$ cat src/core/frl_rx_pkg.sv
package frl_rx_pkg;

   // ---------------------------------------------------------------
   // widths and counts
   // ---------------------------------------------------------------
   localparam int XCVR_W          = 40;  // transceiver word
   localparam int CHAR_W          = 18;  // coded character
   localparam int SYM_W           = 16;  // decoded character
   localparam int CHARS_PER_BLOCK = 16;  // characters per clock group
   localparam int HDR_CHARS       = 4;   // packet header characters
   localparam int PIX_W           = 24;  // one pixel
   localparam int PIX_PER_BLOCK   = 8;   // pixels per clock group
   localparam int OVERSAMPLE      = 5;   // slow-rate oversampling factor
   localparam int OS_BITS         = XCVR_W / OVERSAMPLE;
   localparam int GEAR_W          = 64;  // gearbox store
   localparam int FIFO_DEPTH      = 8;
   localparam int EDID_DEPTH      = 256;
   localparam int SCDC_DEPTH      = 16;

   // ---------------------------------------------------------------
   // codes, addresses, reset values
   // ---------------------------------------------------------------
   localparam logic [1:0]  TAG_DATA      = 2'h1;
   localparam logic [1:0]  TAG_CTRL      = 2'h2;
   localparam logic [15:0] CODE_SB_START = 16'h00F0; // super_block_start_char
   localparam logic [15:0] CODE_SCR_RST  = 16'h000F; // scrambler_reset_char
   localparam logic [15:0] LFSR_SEED     = 16'hFFFF;
   localparam logic [6:0]  EDID_ADDR     = 7'h50;
   localparam logic [6:0]  SCDC_ADDR     = 7'h54;
   localparam logic [7:0]  SCDC_RESET    = 8'h00;
   localparam logic [3:0]  SCDC_CFG_IDX  = 4'h0;    // control byte
   localparam logic [3:0]  SCDC_STAT_IDX = 4'h1;    // lock status byte

   // ---------------------------------------------------------------
   // carriers
   // ---------------------------------------------------------------
   typedef struct packed {
      logic        is_ctrl;
      logic [15:0] sym;
   } frl_char_t;

   typedef struct packed {
      logic [23:0] hi;
      logic [23:0] lo;
   } pixel_pair_t;

   // ---------------------------------------------------------------
   // helpers
   // ---------------------------------------------------------------
   function automatic logic [15:0] lfsr_next(input logic [15:0] s);
      return {s[14:0], s[15] ^ s[4] ^ s[3] ^ s[2]};
   endfunction : lfsr_next

   // take one bit of every five repeated ones
   function automatic logic [7:0] decimate(input logic [39:0] w);
      logic [7:0] r;
      r = 8'h00;
      for (int i = 0; i < OS_BITS; i++) r[i] = w[i*OVERSAMPLE];
      return r;
   endfunction : decimate

endpackage : frl_rx_pkg

$ cat src/core/stream_fifo.sv
`timescale 1ns/100ps
module stream_fifo
   import frl_rx_pkg::*;
#(
   parameter int WIDTH = 48,
   parameter int DEPTH = FIFO_DEPTH
) (
   input  wire logic             clk_in,       // clock
   input  wire logic             reset_n_in,   // synced reset, low
   input  wire logic             in_valid_in,  // write offer
   input  wire logic [WIDTH-1:0] in_data_in,   // write word
   output logic                  in_ready_out, // room left
   output logic                  out_valid_out,// word present
   output logic      [WIDTH-1:0] out_data_out, // head word
   input  wire logic             out_ready_in  // drain accepts
);
   localparam int AW = $clog2(DEPTH);

   logic [WIDTH-1:0] mem_q [DEPTH];
   logic [AW-1:0]    wr_q, wr_d, rd_q, rd_d;
   logic [AW:0]      cnt_q, cnt_d;
   logic             push, pop;

   // ---------------------------------------------------------------
   // pointers and fill level
   // ---------------------------------------------------------------
   always_comb begin
      push  = in_valid_in && in_ready_out;
      pop   = out_valid_out && out_ready_in;
      wr_d  = push ? wr_q + 1'b1 : wr_q;
      rd_d  = pop ? rd_q + 1'b1 : rd_q;
      cnt_d = cnt_q + {{AW{1'b0}}, push} - {{AW{1'b0}}, pop};
   end

   always_ff @(posedge clk_in or negedge reset_n_in) begin
      if (!reset_n_in) begin
         wr_q  <= '0;
         rd_q  <= '0;
         cnt_q <= '0;
      end else begin
         wr_q  <= wr_d;
         rd_q  <= rd_d;
         cnt_q <= cnt_d;
      end
   end

   // storage, no reset needed
   always_ff @(posedge clk_in) begin
      if (push) mem_q[wr_q] <= in_data_in;
   end

   assign in_ready_out  = (cnt_q != DEPTH[AW:0]);
   assign out_valid_out = (cnt_q != '0);
   assign out_data_out  = mem_q[rd_q];

endmodule : stream_fifo

$ cat src/core/two_wire_slave.sv
`timescale 1ns/100ps
module two_wire_slave
   import frl_rx_pkg::*;
#(
   parameter logic [6:0] DEV_ADDR = EDID_ADDR
) (
   input  wire logic       clk_in,      // clock
   input  wire logic       reset_n_in,  // synced reset, low
   input  wire logic       scl_in,      // synchronised clock line
   input  wire logic       sda_in,      // synchronised data line
   output logic            sda_oe_out,  // pull data line low
   output logic [7:0]      ptr_out,     // byte pointer
   output logic [7:0]      wdata_out,   // written byte
   output logic            we_out,      // write pulse
   input  wire logic [7:0] rdata_in     // byte at pointer
);
   typedef enum logic [4:0] {
      ST_IDLE = 5'h01, ST_ADDR = 5'h02, ST_PTR = 5'h04,
      ST_WR   = 5'h08, ST_RD   = 5'h10
   } tw_state_t;

   tw_state_t  st_q, st_d;
   logic [7:0] sh_q, sh_d, ptr_q, ptr_d;
   logic [3:0] cnt_q, cnt_d;
   logic       ack_q, ack_d, oe_q, oe_d, rw_q, rw_d, we_d, we_q;
   logic       scl_p_q, sda_p_q, start, stop, rise, fall;

   // ---------------------------------------------------------------
   // bus conditions and byte engine
   // ---------------------------------------------------------------
   always_comb begin
      start = scl_in && scl_p_q && sda_p_q && !sda_in;
      stop  = scl_in && scl_p_q && !sda_p_q && sda_in;
      rise  = scl_in && !scl_p_q;
      fall  = !scl_in && scl_p_q;
      st_d = st_q; sh_d = sh_q; ptr_d = ptr_q; cnt_d = cnt_q;
      ack_d = ack_q; oe_d = oe_q; rw_d = rw_q; we_d = 1'b0;
      if (start) begin
         st_d = ST_ADDR; cnt_d = '0; ack_d = 1'b0; oe_d = 1'b0;
      end else if (stop) begin
         st_d = ST_IDLE; ack_d = 1'b0; oe_d = 1'b0;
      end else if (st_q == ST_RD) begin
         if (rise && ack_q && sda_in) st_d = ST_IDLE;  // master nack
         else if (fall && ack_q) begin
            ack_d = 1'b0; sh_d = rdata_in; oe_d = !rdata_in[7];
            cnt_d = 4'h1;
         end else if (fall && cnt_q == 4'h8) begin
            oe_d = 1'b0; ack_d = 1'b1; ptr_d = ptr_q + 8'h01;
         end else if (fall) begin
            sh_d = {sh_q[6:0], 1'b0}; oe_d = !sh_q[6];
            cnt_d = cnt_q + 4'h1;
         end
      end else if (st_q != ST_IDLE) begin
         if (rise && !ack_q) begin
            sh_d = {sh_q[6:0], sda_in}; cnt_d = cnt_q + 4'h1;
         end else if (fall && ack_q) begin
            ack_d = 1'b0; oe_d = 1'b0; cnt_d = '0;
            if (st_q == ST_ADDR && rw_q) begin
               st_d = ST_RD; sh_d = rdata_in; oe_d = !rdata_in[7];
               cnt_d = 4'h1;
            end else if (st_q == ST_ADDR) st_d = ST_PTR;
            else st_d = ST_WR;
         end else if (fall && cnt_q == 4'h8) begin
            if (st_q == ST_ADDR && sh_q[7:1] != DEV_ADDR) st_d = ST_IDLE;
            else begin
               ack_d = 1'b1; oe_d = 1'b1;
               if (st_q == ST_ADDR) rw_d = sh_q[0];
               if (st_q == ST_PTR) ptr_d = sh_q;
               if (st_q == ST_WR) we_d = 1'b1;
            end
         end
      end
      if (we_q) ptr_d = ptr_q + 8'h01;
   end

   always_ff @(posedge clk_in or negedge reset_n_in) begin
      if (!reset_n_in) begin
         st_q <= ST_IDLE; sh_q <= '0; ptr_q <= '0; cnt_q <= '0;
         ack_q <= 1'b0; oe_q <= 1'b0; rw_q <= 1'b0; we_q <= 1'b0;
         scl_p_q <= 1'b1; sda_p_q <= 1'b1;
      end else begin
         st_q <= st_d; sh_q <= sh_d; ptr_q <= ptr_d; cnt_q <= cnt_d;
         ack_q <= ack_d; oe_q <= oe_d; rw_q <= rw_d; we_q <= we_d;
         scl_p_q <= scl_in; sda_p_q <= sda_in;
      end
   end

   assign sda_oe_out = oe_q;
   assign ptr_out    = ptr_q;
   assign wdata_out  = sh_q;
   assign we_out     = we_q;

endmodule : two_wire_slave

$ cat src/core/sink_frl_receive_path.sv
`timescale 1ns/100ps
module sink_frl_receive_path
   import frl_rx_pkg::*;
(
   input  wire logic        clk_in,           // 20 MHz core clock
   input  wire logic        reset_n_in,       // async reset, low
   input  wire logic        link_clk_in,      // link word clock
   input  wire logic [39:0] link_word_in,     // transceiver word
   input  wire logic        oversample_en_in, // slow-rate mode
   input  wire logic        vid_ready_in,     // pixel sink ready
   output pixel_pair_t      vid_data_out,     // two pixels
   output logic             vid_valid_out,    // pixels present
   output logic [15:0]      pkt_header_out,   // first header char
   output logic             locked_out,       // link locked
   output logic             vid_lock_out,     // video locked
   output logic             overflow_out,     // words dropped
   output logic             decode_err_out,   // bad tag seen
   input  wire logic        scl_in,           // two-wire clock pin
   input  wire logic        sda_in,           // two-wire data pin
   output logic             sda_oe_out,       // data pin pulled low
   input  wire logic        edid_unlock_in,   // memory unlock
   input  wire logic [7:0]  host_addr_in,     // host memory address
   input  wire logic [7:0]  host_wdata_in,    // host write data
   input  wire logic        host_write_in,    // host write strobe
   output logic [7:0]       host_rdata_out,   // host read data
   output logic             hpd_out,          // hot-plug indicator
   output logic [7:0]       scdc_cfg_out      // control byte
);
   // ---------------------------------------------------------------
   // reset release and pin synchronisers
   // ---------------------------------------------------------------
   logic [1:0]  rst_s_q;
   logic        rst_n;
   logic [1:0]  lclk_s_q, scl_s_q, sda_s_q;
   logic [39:0] word_m_q, word_s_q;
   logic        lclk_p_q;

   always_ff @(posedge clk_in or negedge reset_n_in) begin
      if (!reset_n_in) rst_s_q <= 2'b00;
      else rst_s_q <= {rst_s_q[0], 1'b1};
   end
   assign rst_n = rst_s_q[1];

   always_ff @(posedge clk_in or negedge rst_n) begin
      if (!rst_n) begin
         lclk_s_q <= '0; scl_s_q <= 2'b11; sda_s_q <= 2'b11;
         word_m_q <= '0; word_s_q <= '0; lclk_p_q <= 1'b0;
      end else begin
         lclk_s_q <= {lclk_s_q[0], link_clk_in};
         scl_s_q  <= {scl_s_q[0], scl_in};
         sda_s_q  <= {sda_s_q[0], sda_in};
         word_m_q <= link_word_in;
         word_s_q <= word_m_q;
         lclk_p_q <= lclk_s_q[1];
      end
   end

   // ---------------------------------------------------------------
   // resampler gearbox
   // ---------------------------------------------------------------
   logic [GEAR_W-1:0] gear_q, gear_d;
   logic [6:0]        gcnt_q, gcnt_d;
   logic              ovf_q, ovf_d, take, pop;
   logic [GEAR_W-1:0] in_bits;
   logic [6:0]        in_len, after_pop;
   logic              stall;
   logic [17:0]       coded;

   // new word in on link edge, one character out per cycle
   always_comb begin
      take      = lclk_s_q[1] && !lclk_p_q;
      in_bits   = oversample_en_in
                ? {56'h0, decimate(word_s_q)} : {24'h0, word_s_q};
      in_len    = oversample_en_in ? 7'(OS_BITS) : 7'(XCVR_W);
      pop       = (gcnt_q >= 7'(CHAR_W)) && !stall;
      coded     = gear_q[CHAR_W-1:0];
      after_pop = pop ? gcnt_q - 7'(CHAR_W) : gcnt_q;
      gear_d    = pop ? gear_q >> CHAR_W : gear_q;
      gcnt_d    = after_pop;
      ovf_d     = ovf_q;
      if (take && (after_pop + in_len <= 7'(GEAR_W))) begin
         gear_d = gear_d | (in_bits << after_pop[5:0]);
         gcnt_d = after_pop + in_len;
      end else if (take) ovf_d = 1'b1;
   end

   always_ff @(posedge clk_in or negedge rst_n) begin
      if (!rst_n) begin
         gear_q <= '0; gcnt_q <= '0; ovf_q <= 1'b0;
      end else begin
         gear_q <= gear_d; gcnt_q <= gcnt_d; ovf_q <= ovf_d;
      end
   end

   // ---------------------------------------------------------------
   // decoder, descrambler, alignment, demapper
   // ---------------------------------------------------------------
   frl_char_t   ch;
   logic        ch_ok;
   logic [15:0] lfsr_q, lfsr_d, plain;
   logic        align_q, align_d, lock_q, lock_d, err_q, err_d;
   logic [3:0]  idx_q, idx_d;
   logic [47:0] acc_q, acc_d;
   logic [1:0]  part_q, part_d;
   logic [15:0] hdr_q, hdr_d;
   logic        push_q, push_d;
   pixel_pair_t pair_q, pair_d;
   logic        fifo_ready;

   // back-pressure: hold characters while a pair waits
   assign stall = push_q && !fifo_ready;

   always_comb begin
      ch.is_ctrl = (coded[17:16] == TAG_CTRL);
      ch.sym     = coded[15:0];
      ch_ok      = (coded[17:16] == TAG_DATA) || ch.is_ctrl;
      plain      = ch.sym ^ lfsr_q;
      lfsr_d = lfsr_q; align_d = align_q; lock_d = lock_q;
      err_d = err_q; idx_d = idx_q; acc_d = acc_q; part_d = part_q;
      hdr_d = hdr_q; pair_d = pair_q;
      push_d = push_q && !fifo_ready;
      if (pop && !ch_ok) begin
         err_d = 1'b1; align_d = 1'b0; lock_d = 1'b0;
      end else if (pop && ch.is_ctrl) begin
         if (ch.sym == CODE_SB_START || ch.sym == CODE_SCR_RST) begin
            align_d = 1'b1;
            idx_d   = '0;
            part_d  = '0;
         end
         if (ch.sym == CODE_SCR_RST) lfsr_d = LFSR_SEED;
      end else if (pop && align_q) begin
         lfsr_d = lfsr_next(lfsr_q);
         idx_d  = idx_q + 4'h1;
         if (idx_q == 4'(CHARS_PER_BLOCK - 1)) lock_d = 1'b1;
         if (idx_q == '0) hdr_d = plain;
         if (idx_q >= 4'(HDR_CHARS)) begin
            acc_d  = {acc_q[31:0], plain};
            part_d = (part_q == 2'h2) ? 2'h0 : part_q + 2'h1;
            if (part_q == 2'h2) begin
               pair_d = pixel_pair_t'({acc_q[31:0], plain});
               push_d = 1'b1;
            end
         end
      end
   end

   // lock only drops on coding faults, so blanking changes keep it
   always_ff @(posedge clk_in or negedge rst_n) begin
      if (!rst_n) begin
         lfsr_q <= LFSR_SEED; align_q <= 1'b0; lock_q <= 1'b0;
         err_q <= 1'b0; idx_q <= '0; acc_q <= '0; part_q <= '0;
         hdr_q <= '0; push_q <= 1'b0; pair_q <= '0;
      end else begin
         lfsr_q <= lfsr_d; align_q <= align_d; lock_q <= lock_d;
         err_q <= err_d; idx_q <= idx_d; acc_q <= acc_d;
         part_q <= part_d; hdr_q <= hdr_d; push_q <= push_d;
         pair_q <= pair_d;
      end
   end

   // ---------------------------------------------------------------
   // pixel buffer and output stage
   // ---------------------------------------------------------------
   logic        fv, fr;
   pixel_pair_t fdata, vdat_q, vdat_d;
   logic        vval_q, vval_d;

   stream_fifo #(
      .WIDTH (2 * PIX_W),
      .DEPTH (FIFO_DEPTH)
   ) u_pixel_fifo (
      .clk_in        (clk_in),
      .reset_n_in    (rst_n),
      .in_valid_in   (push_q),
      .in_data_in    (pair_q),
      .in_ready_out  (fifo_ready),
      .out_valid_out (fv),
      .out_data_out  (fdata),
      .out_ready_in  (fr)
   );

   // valid marks cycles that carry pixels
   always_comb begin
      fr     = !vval_q || vid_ready_in;
      vval_d = fr ? fv : vval_q;
      vdat_d = (fr && fv) ? fdata : vdat_q;
   end

   always_ff @(posedge clk_in or negedge rst_n) begin
      if (!rst_n) begin
         vval_q <= 1'b0; vdat_q <= '0;
      end else begin
         vval_q <= vval_d; vdat_q <= vdat_d;
      end
   end

   // ---------------------------------------------------------------
   // identification memory, status/control bytes, two-wire slaves
   // ---------------------------------------------------------------
   logic [7:0] edid_mem_q [EDID_DEPTH];
   logic [7:0] scdc_q [SCDC_DEPTH];
   logic [7:0] e_ptr, s_ptr, s_wdata, s_rdata, hrd_q, hrd_d;
   logic       e_oe, s_oe, s_we, oe_q, oe_d, hpd_q, hpd_d;

   two_wire_slave #(.DEV_ADDR (EDID_ADDR)) u_edid_slave (
      .clk_in     (clk_in),
      .reset_n_in (rst_n),
      .scl_in     (scl_s_q[1]),
      .sda_in     (sda_s_q[1]),
      .sda_oe_out (e_oe),
      .ptr_out    (e_ptr),
      .wdata_out  (),
      .we_out     (),
      .rdata_in   (edid_mem_q[e_ptr])
   );

   two_wire_slave #(.DEV_ADDR (SCDC_ADDR)) u_scdc_slave (
      .clk_in     (clk_in),
      .reset_n_in (rst_n),
      .scl_in     (scl_s_q[1]),
      .sda_in     (sda_s_q[1]),
      .sda_oe_out (s_oe),
      .ptr_out    (s_ptr),
      .wdata_out  (s_wdata),
      .we_out     (s_we),
      .rdata_in   (s_rdata)
   );

   // status byte mirrors lock, others are stored
   always_comb begin
      s_rdata = (s_ptr[3:0] == SCDC_STAT_IDX)
              ? {6'h0, lock_q, align_q} : scdc_q[s_ptr[3:0]];
      oe_d    = e_oe || s_oe;
      hpd_d   = !edid_unlock_in;
      hrd_d   = edid_mem_q[host_addr_in];
   end

   // host edits only while unlocked
   always_ff @(posedge clk_in) begin
      if (host_write_in && edid_unlock_in)
         edid_mem_q[host_addr_in] <= host_wdata_in;
   end

   always_ff @(posedge clk_in or negedge rst_n) begin
      if (!rst_n) begin
         for (int i = 0; i < SCDC_DEPTH; i++) scdc_q[i] <= SCDC_RESET;
         oe_q <= 1'b0; hpd_q <= 1'b0; hrd_q <= '0;
      end else begin
         if (s_we && s_ptr[3:0] != SCDC_STAT_IDX)
            scdc_q[s_ptr[3:0]] <= s_wdata;
         oe_q <= oe_d; hpd_q <= hpd_d; hrd_q <= hrd_d;
      end
   end

   // ---------------------------------------------------------------
   // outputs
   // ---------------------------------------------------------------
   assign vid_data_out   = vdat_q;
   assign vid_valid_out  = vval_q;
   assign pkt_header_out = hdr_q;
   assign locked_out     = lock_q;
   assign vid_lock_out   = lock_q;
   assign overflow_out   = ovf_q;
   assign decode_err_out = err_q;
   assign sda_oe_out     = oe_q;
   assign host_rdata_out = hrd_q;
   assign hpd_out        = hpd_q;
   assign scdc_cfg_out   = scdc_q[SCDC_CFG_IDX];

endmodule : sink_frl_receive_path

$ cat config.mk
export PLATFORM = sky130hd
export DESIGN_NAME = sink_frl_receive_path
export DESIGN_NICKNAME = d
export VERILOG_FILES = /design/src/core/frl_rx_pkg.sv /design/src/core/stream_fifo.sv /design/src/core/two_wire_slave.sv /design/src/core/sink_frl_receive_path.sv
export SDC_FILE = /design/constraint.sdc
export NUM_CORES = 2
export LEC_CHECK = 0
export BUFFER_PORTS_ARGS = -buffer_cell sky130_fd_sc_hd__buf_2
export CORE_ASPECT_RATIO = 1.25
export CORE_MARGIN = 2
export CORE_UTILIZATION = 36
export DETAILED_ROUTE_END_ITERATION = 6
export PLACE_DENSITY = 0.47
export SLEW_MARGIN = 5
export SYNTH_ARGS = -nofsm -noshare
export SYNTH_HDL_FRONTEND = slang
export SYNTH_SLANG_ARGS = --single-unit
$ cat constraint.sdc
create_clock -name clk_in -period 17.4 [get_ports clk_in]
set_input_delay 3.48 -clock clk_in [delete_from_list [all_inputs] [get_ports clk_in]]
set_output_delay 3.48 -clock clk_in [all_outputs]
set_load 0.01 [all_outputs]
==> impl_metrics.tcl <==
set metrics [dict create \
    status "finished, final reports clean" \
    path_delay_family "buffers and inverters" \
    std_cell_rows 251 \
    drc_errors 0 \
    clock_skew_ps 41.4 \
    clock-sinks 2967 \
    clkTransAtPathRegs_ps 70 \
    cts-root-buf "clkbuf_16" \
    cpPeakStageDelay_ps 900 \
    yosysUniqueCellTypes 94 \
    clock.fmax_mhz 125 \
    dr.pass1.iters 6 \
    grt_first_pass_wirelength_mm 640 \
    start_kind "input port" \
    syn_inst 7648 \
    critPathMostFrequentCell "buf_4" \
    drive_gt1_share_pct 29.2 \
    min_period_ps 8010 \
    path_class "in -> reg" \
    wire_per_inst_um 35.0 \
    io_pins 152 \
    antenna_found_initial 27 \
    synth_compound_area_share_pct 4.93 \
    syn_area_um2 135000 \
    slew_violations 0 \
    start_util_pct 36.1 \
    place.gp.congestion 0.862 \
    endpoint_kind "flip-flop" \
    crit_path_top_delay_cell "a311oi_1" \
    ys_ff_latch 2967 \
    ant_nets 0 \
    cp_cell_sequence "buf_8 > buf_12 > buf_4 > buf_4 > mux4_2 > mux4_2 > nor2b_1 > a31oi_1 > nand3_1 > a311oi_1 > buf_4 > nand4_1" \
    tritoncts "done" \
    cts_buffers 329 \
    grt-ovfl-total 0 \
    post_cts_buffers 0 \
    syn_nets 7739 \
    synth_warnings 0 \
    seqPwrFrac_pct 45.6 \
    switching_share_pct 27.4 \
    core_area_um2 373000 \
    vias_per_cell 5.97 \
    die_area_um2 379000 \
    ys_async_sr_fraction_pct 18.0 \
    holdBufCountCts 0 \
    maxCapViolCount 0 \
    required_ps 18230 \
    via_count 78000 \
    grt_pass1_vias 80800 \
    synthXorXnorAreaFrac_pct 0.229 \
    clockBufferDepth 4 \
    power_frac_comb_pct 14.3 \
    cp_num_buf_inv 5 \
    globalRouteTotalUtil_pct 23.9 \
    p_int_mw 12.8 \
    fp.dieW_um 551 \
    hold_viol 0 \
    synthSimpleGateAreaFrac_pct 4.14 \
    worst_slack_ps 9390 \
    insertion_delay_ps 960 \
    synth_edf_count 2432 \
    relSlewSlack_pct 5.67 \
    rsz0062_at_grt "no" \
    io_buffers 151 \
    power_switching_mw 4.84 \
    synth-adder-area-share_pct 0.247 \
    dp_slack_ps 8320 \
    synth_top_family_by_area "multiplexers" \
    die_h_um 688 \
    critPathMaxFanout 72 \
    period_share_pct 46.0 \
    cts-resized-gates 0 \
    worst_pin_slew_ps 1410 \
    leakagePower_nw 50.5 \
    fin_tns_setup_ps 0 \
    num-nets-final 7926 \
    ys_seq_area_share_pct 64.2 \
    peakVddDrop_uv 102 \
    syn2layout_area_growth_pct 13.3 \
    avgSynthCellArea_um2 17.6 \
    synth.area.mux_share_pct 24.1 \
    pwr-share-clk_pct 40.1 \
    dp_hpwl_mm 287 \
    hold_class "reg -> reg" \
    setup_viol 0 \
    grt_max_degree 146 \
    pwr_density_cell_nw_per_um2 116 \
    ys.flop_type "edfxtp_1" \
    wirelength_mm 457 \
    dr.first_iter.drc_count 8599 \
    h-tree-depth 5 \
    crit_arrival_ps 8840 \
]
state kept, by name, summed over array words and instances, names as in the netlist, 32 cells and up:
signal,flops
vid_data_out,48
u_pixel_fifo.mem_q,384
word_s_q,40
edid_mem_q,2048
pair_q,48
acc_q,32
scdc_q,120
gear_q,64
word_m_q,40
layout by cell type, fill, tap and decap left out, types with 18 or more instances in the layout:
cell and count:
edfxtp_1 2432, mux4_2 1163, dfrtp_1 500, nor2_1 486, mux2i_1 429, clkbuf_16 336, nand2_1 325, buf_4 281
a21oi_1 209, mux2_2 173, o221ai_1 161, o21ai_0 156, buf_2 139, o22ai_1 116, nand3_1 113, clkbuf_1 84
nor3_1 74, a22oi_1 62, clkinv_1 53, clkinv_2 44, inv_1 42, nor2b_1 33, nand2b_1 33, bufinv_16 31
o22a_1 28, clkbuf_8 27, a31oi_1 26, ha_1 25, xnor2_1 24, dfstp_2 24, nand4_1 23, or3_1 23
a211oi_1 23, a221oi_1 22, a22o_1 18, and3_1 18
worst paths after layout:
kind / cells after the start / to / startpoint / slack (ps)
setup / recovery: 12 / host_rdata_out[1]$_DFF_PN0_ / host_addr_in[0] / 9390
hold / removal: 0 / word_s_q[12]$_DFF_PN0_ / word_m_q[12]$_DFF_PN0_ / 350
setup reg to reg: 11 / u_edid_slave.wdata_out[5]$_DFFE_PN0P_ / u_edid_slave.ptr_out[0]$_DFFE_PN0P_ / 11100
hold reg to reg: 0 / word_s_q[12]$_DFF_PN0_ / word_m_q[12]$_DFF_PN0_ / 350
max in group asynchronous: 3 / u_pixel_fifo.rd_q[0]$_DFFE_PN0P_ / rst_s_q[1]$_DFF_PN0_ / 13800
min in group asynchronous: 0 / word_m_q[35]$_DFF_PN0_ / rst_s_q[1]$_DFF_PN0_ / 420
layout make-up:
class	count	area [um^2]
Antenna cell	15	37.5
Clock inverter	162	1790
Inverter	49	194
Clock buffer	438	8970
Multi-Input combinational cell	4041	45600
Timing Repair Buffer	447	3270
Sequential cell	2967	86500
Tap cell	4933	6170
Fill cell	33500	221000
metrics by stage:
stage          area [um^2]  util (%)  hold WS [ps]  power, mW  instances
4_1_cts             152000      40.9           349       17.8      13000
5_1_grt             153000      40.9           352       18.3      13000
2_1_floorplan       135000         -           331       9.74       7648
3_3_place_gp        142000      38.0           335       10.7      12400
6_report            153000      40.9           345       17.7      13100
3_5_place_dp        142000      38.0           335       10.7      12400
cells in the mapped netlist (all sizes together) (118+ instances only):
cell type | instances | area (um^2)
a21oi | 210 | 1050
buf | 256 | 1410
clkbuf | 335 | 1260
dfrtp | 511 | 12800
edfxtp | 2432 | 73000
mux2 | 173 | 1950
mux2i | 429 | 4290
mux4 | 1163 | 26200
nand2 | 339 | 1270
nand3 | 118 | 591
nor2 | 500 | 1880
o21ai | 163 | 820
o221ai | 161 | 1410
power groups by stage:
stage,sequential (mW),combinational (mW),clock [mW]
finish,8.05,2.52,7.08
global route,8.07,2.70,7.49
CTS,8.06,2.53,7.23
detailed placement,8.21,2.52,0
global placement,8.20,2.51,0
floorplan,8.09,1.65,0
kinds of logic (layout without fill, tap and decap cells):
family | Yosys count | after routing
buffers and inverters | 640 | 1096
adder cells (fa/ha/maj) | 26 | 26
AO/OA/AOI/OAI | 967 | 967
other | 1 | 16
XOR/XNOR | 33 | 33
AND/OR/NAND/NOR | 1249 | 1249
flip-flops | 2967 | 2967
multiplexers | 1765 | 1765
layer usage:
layer | global-route usage [%] | wire length (um) | vias to the layer above
met1 | 30.5 | 178000 | 42200
met4 | 8.96 | 19500 | 4
met3 | 4.05 | 29700 | 714
li1 | - | - | 32000
met2 | 40.8 | 229000 | 3065
met5 | 0 | 27 | -
Power figures use the tool's default switching activity.
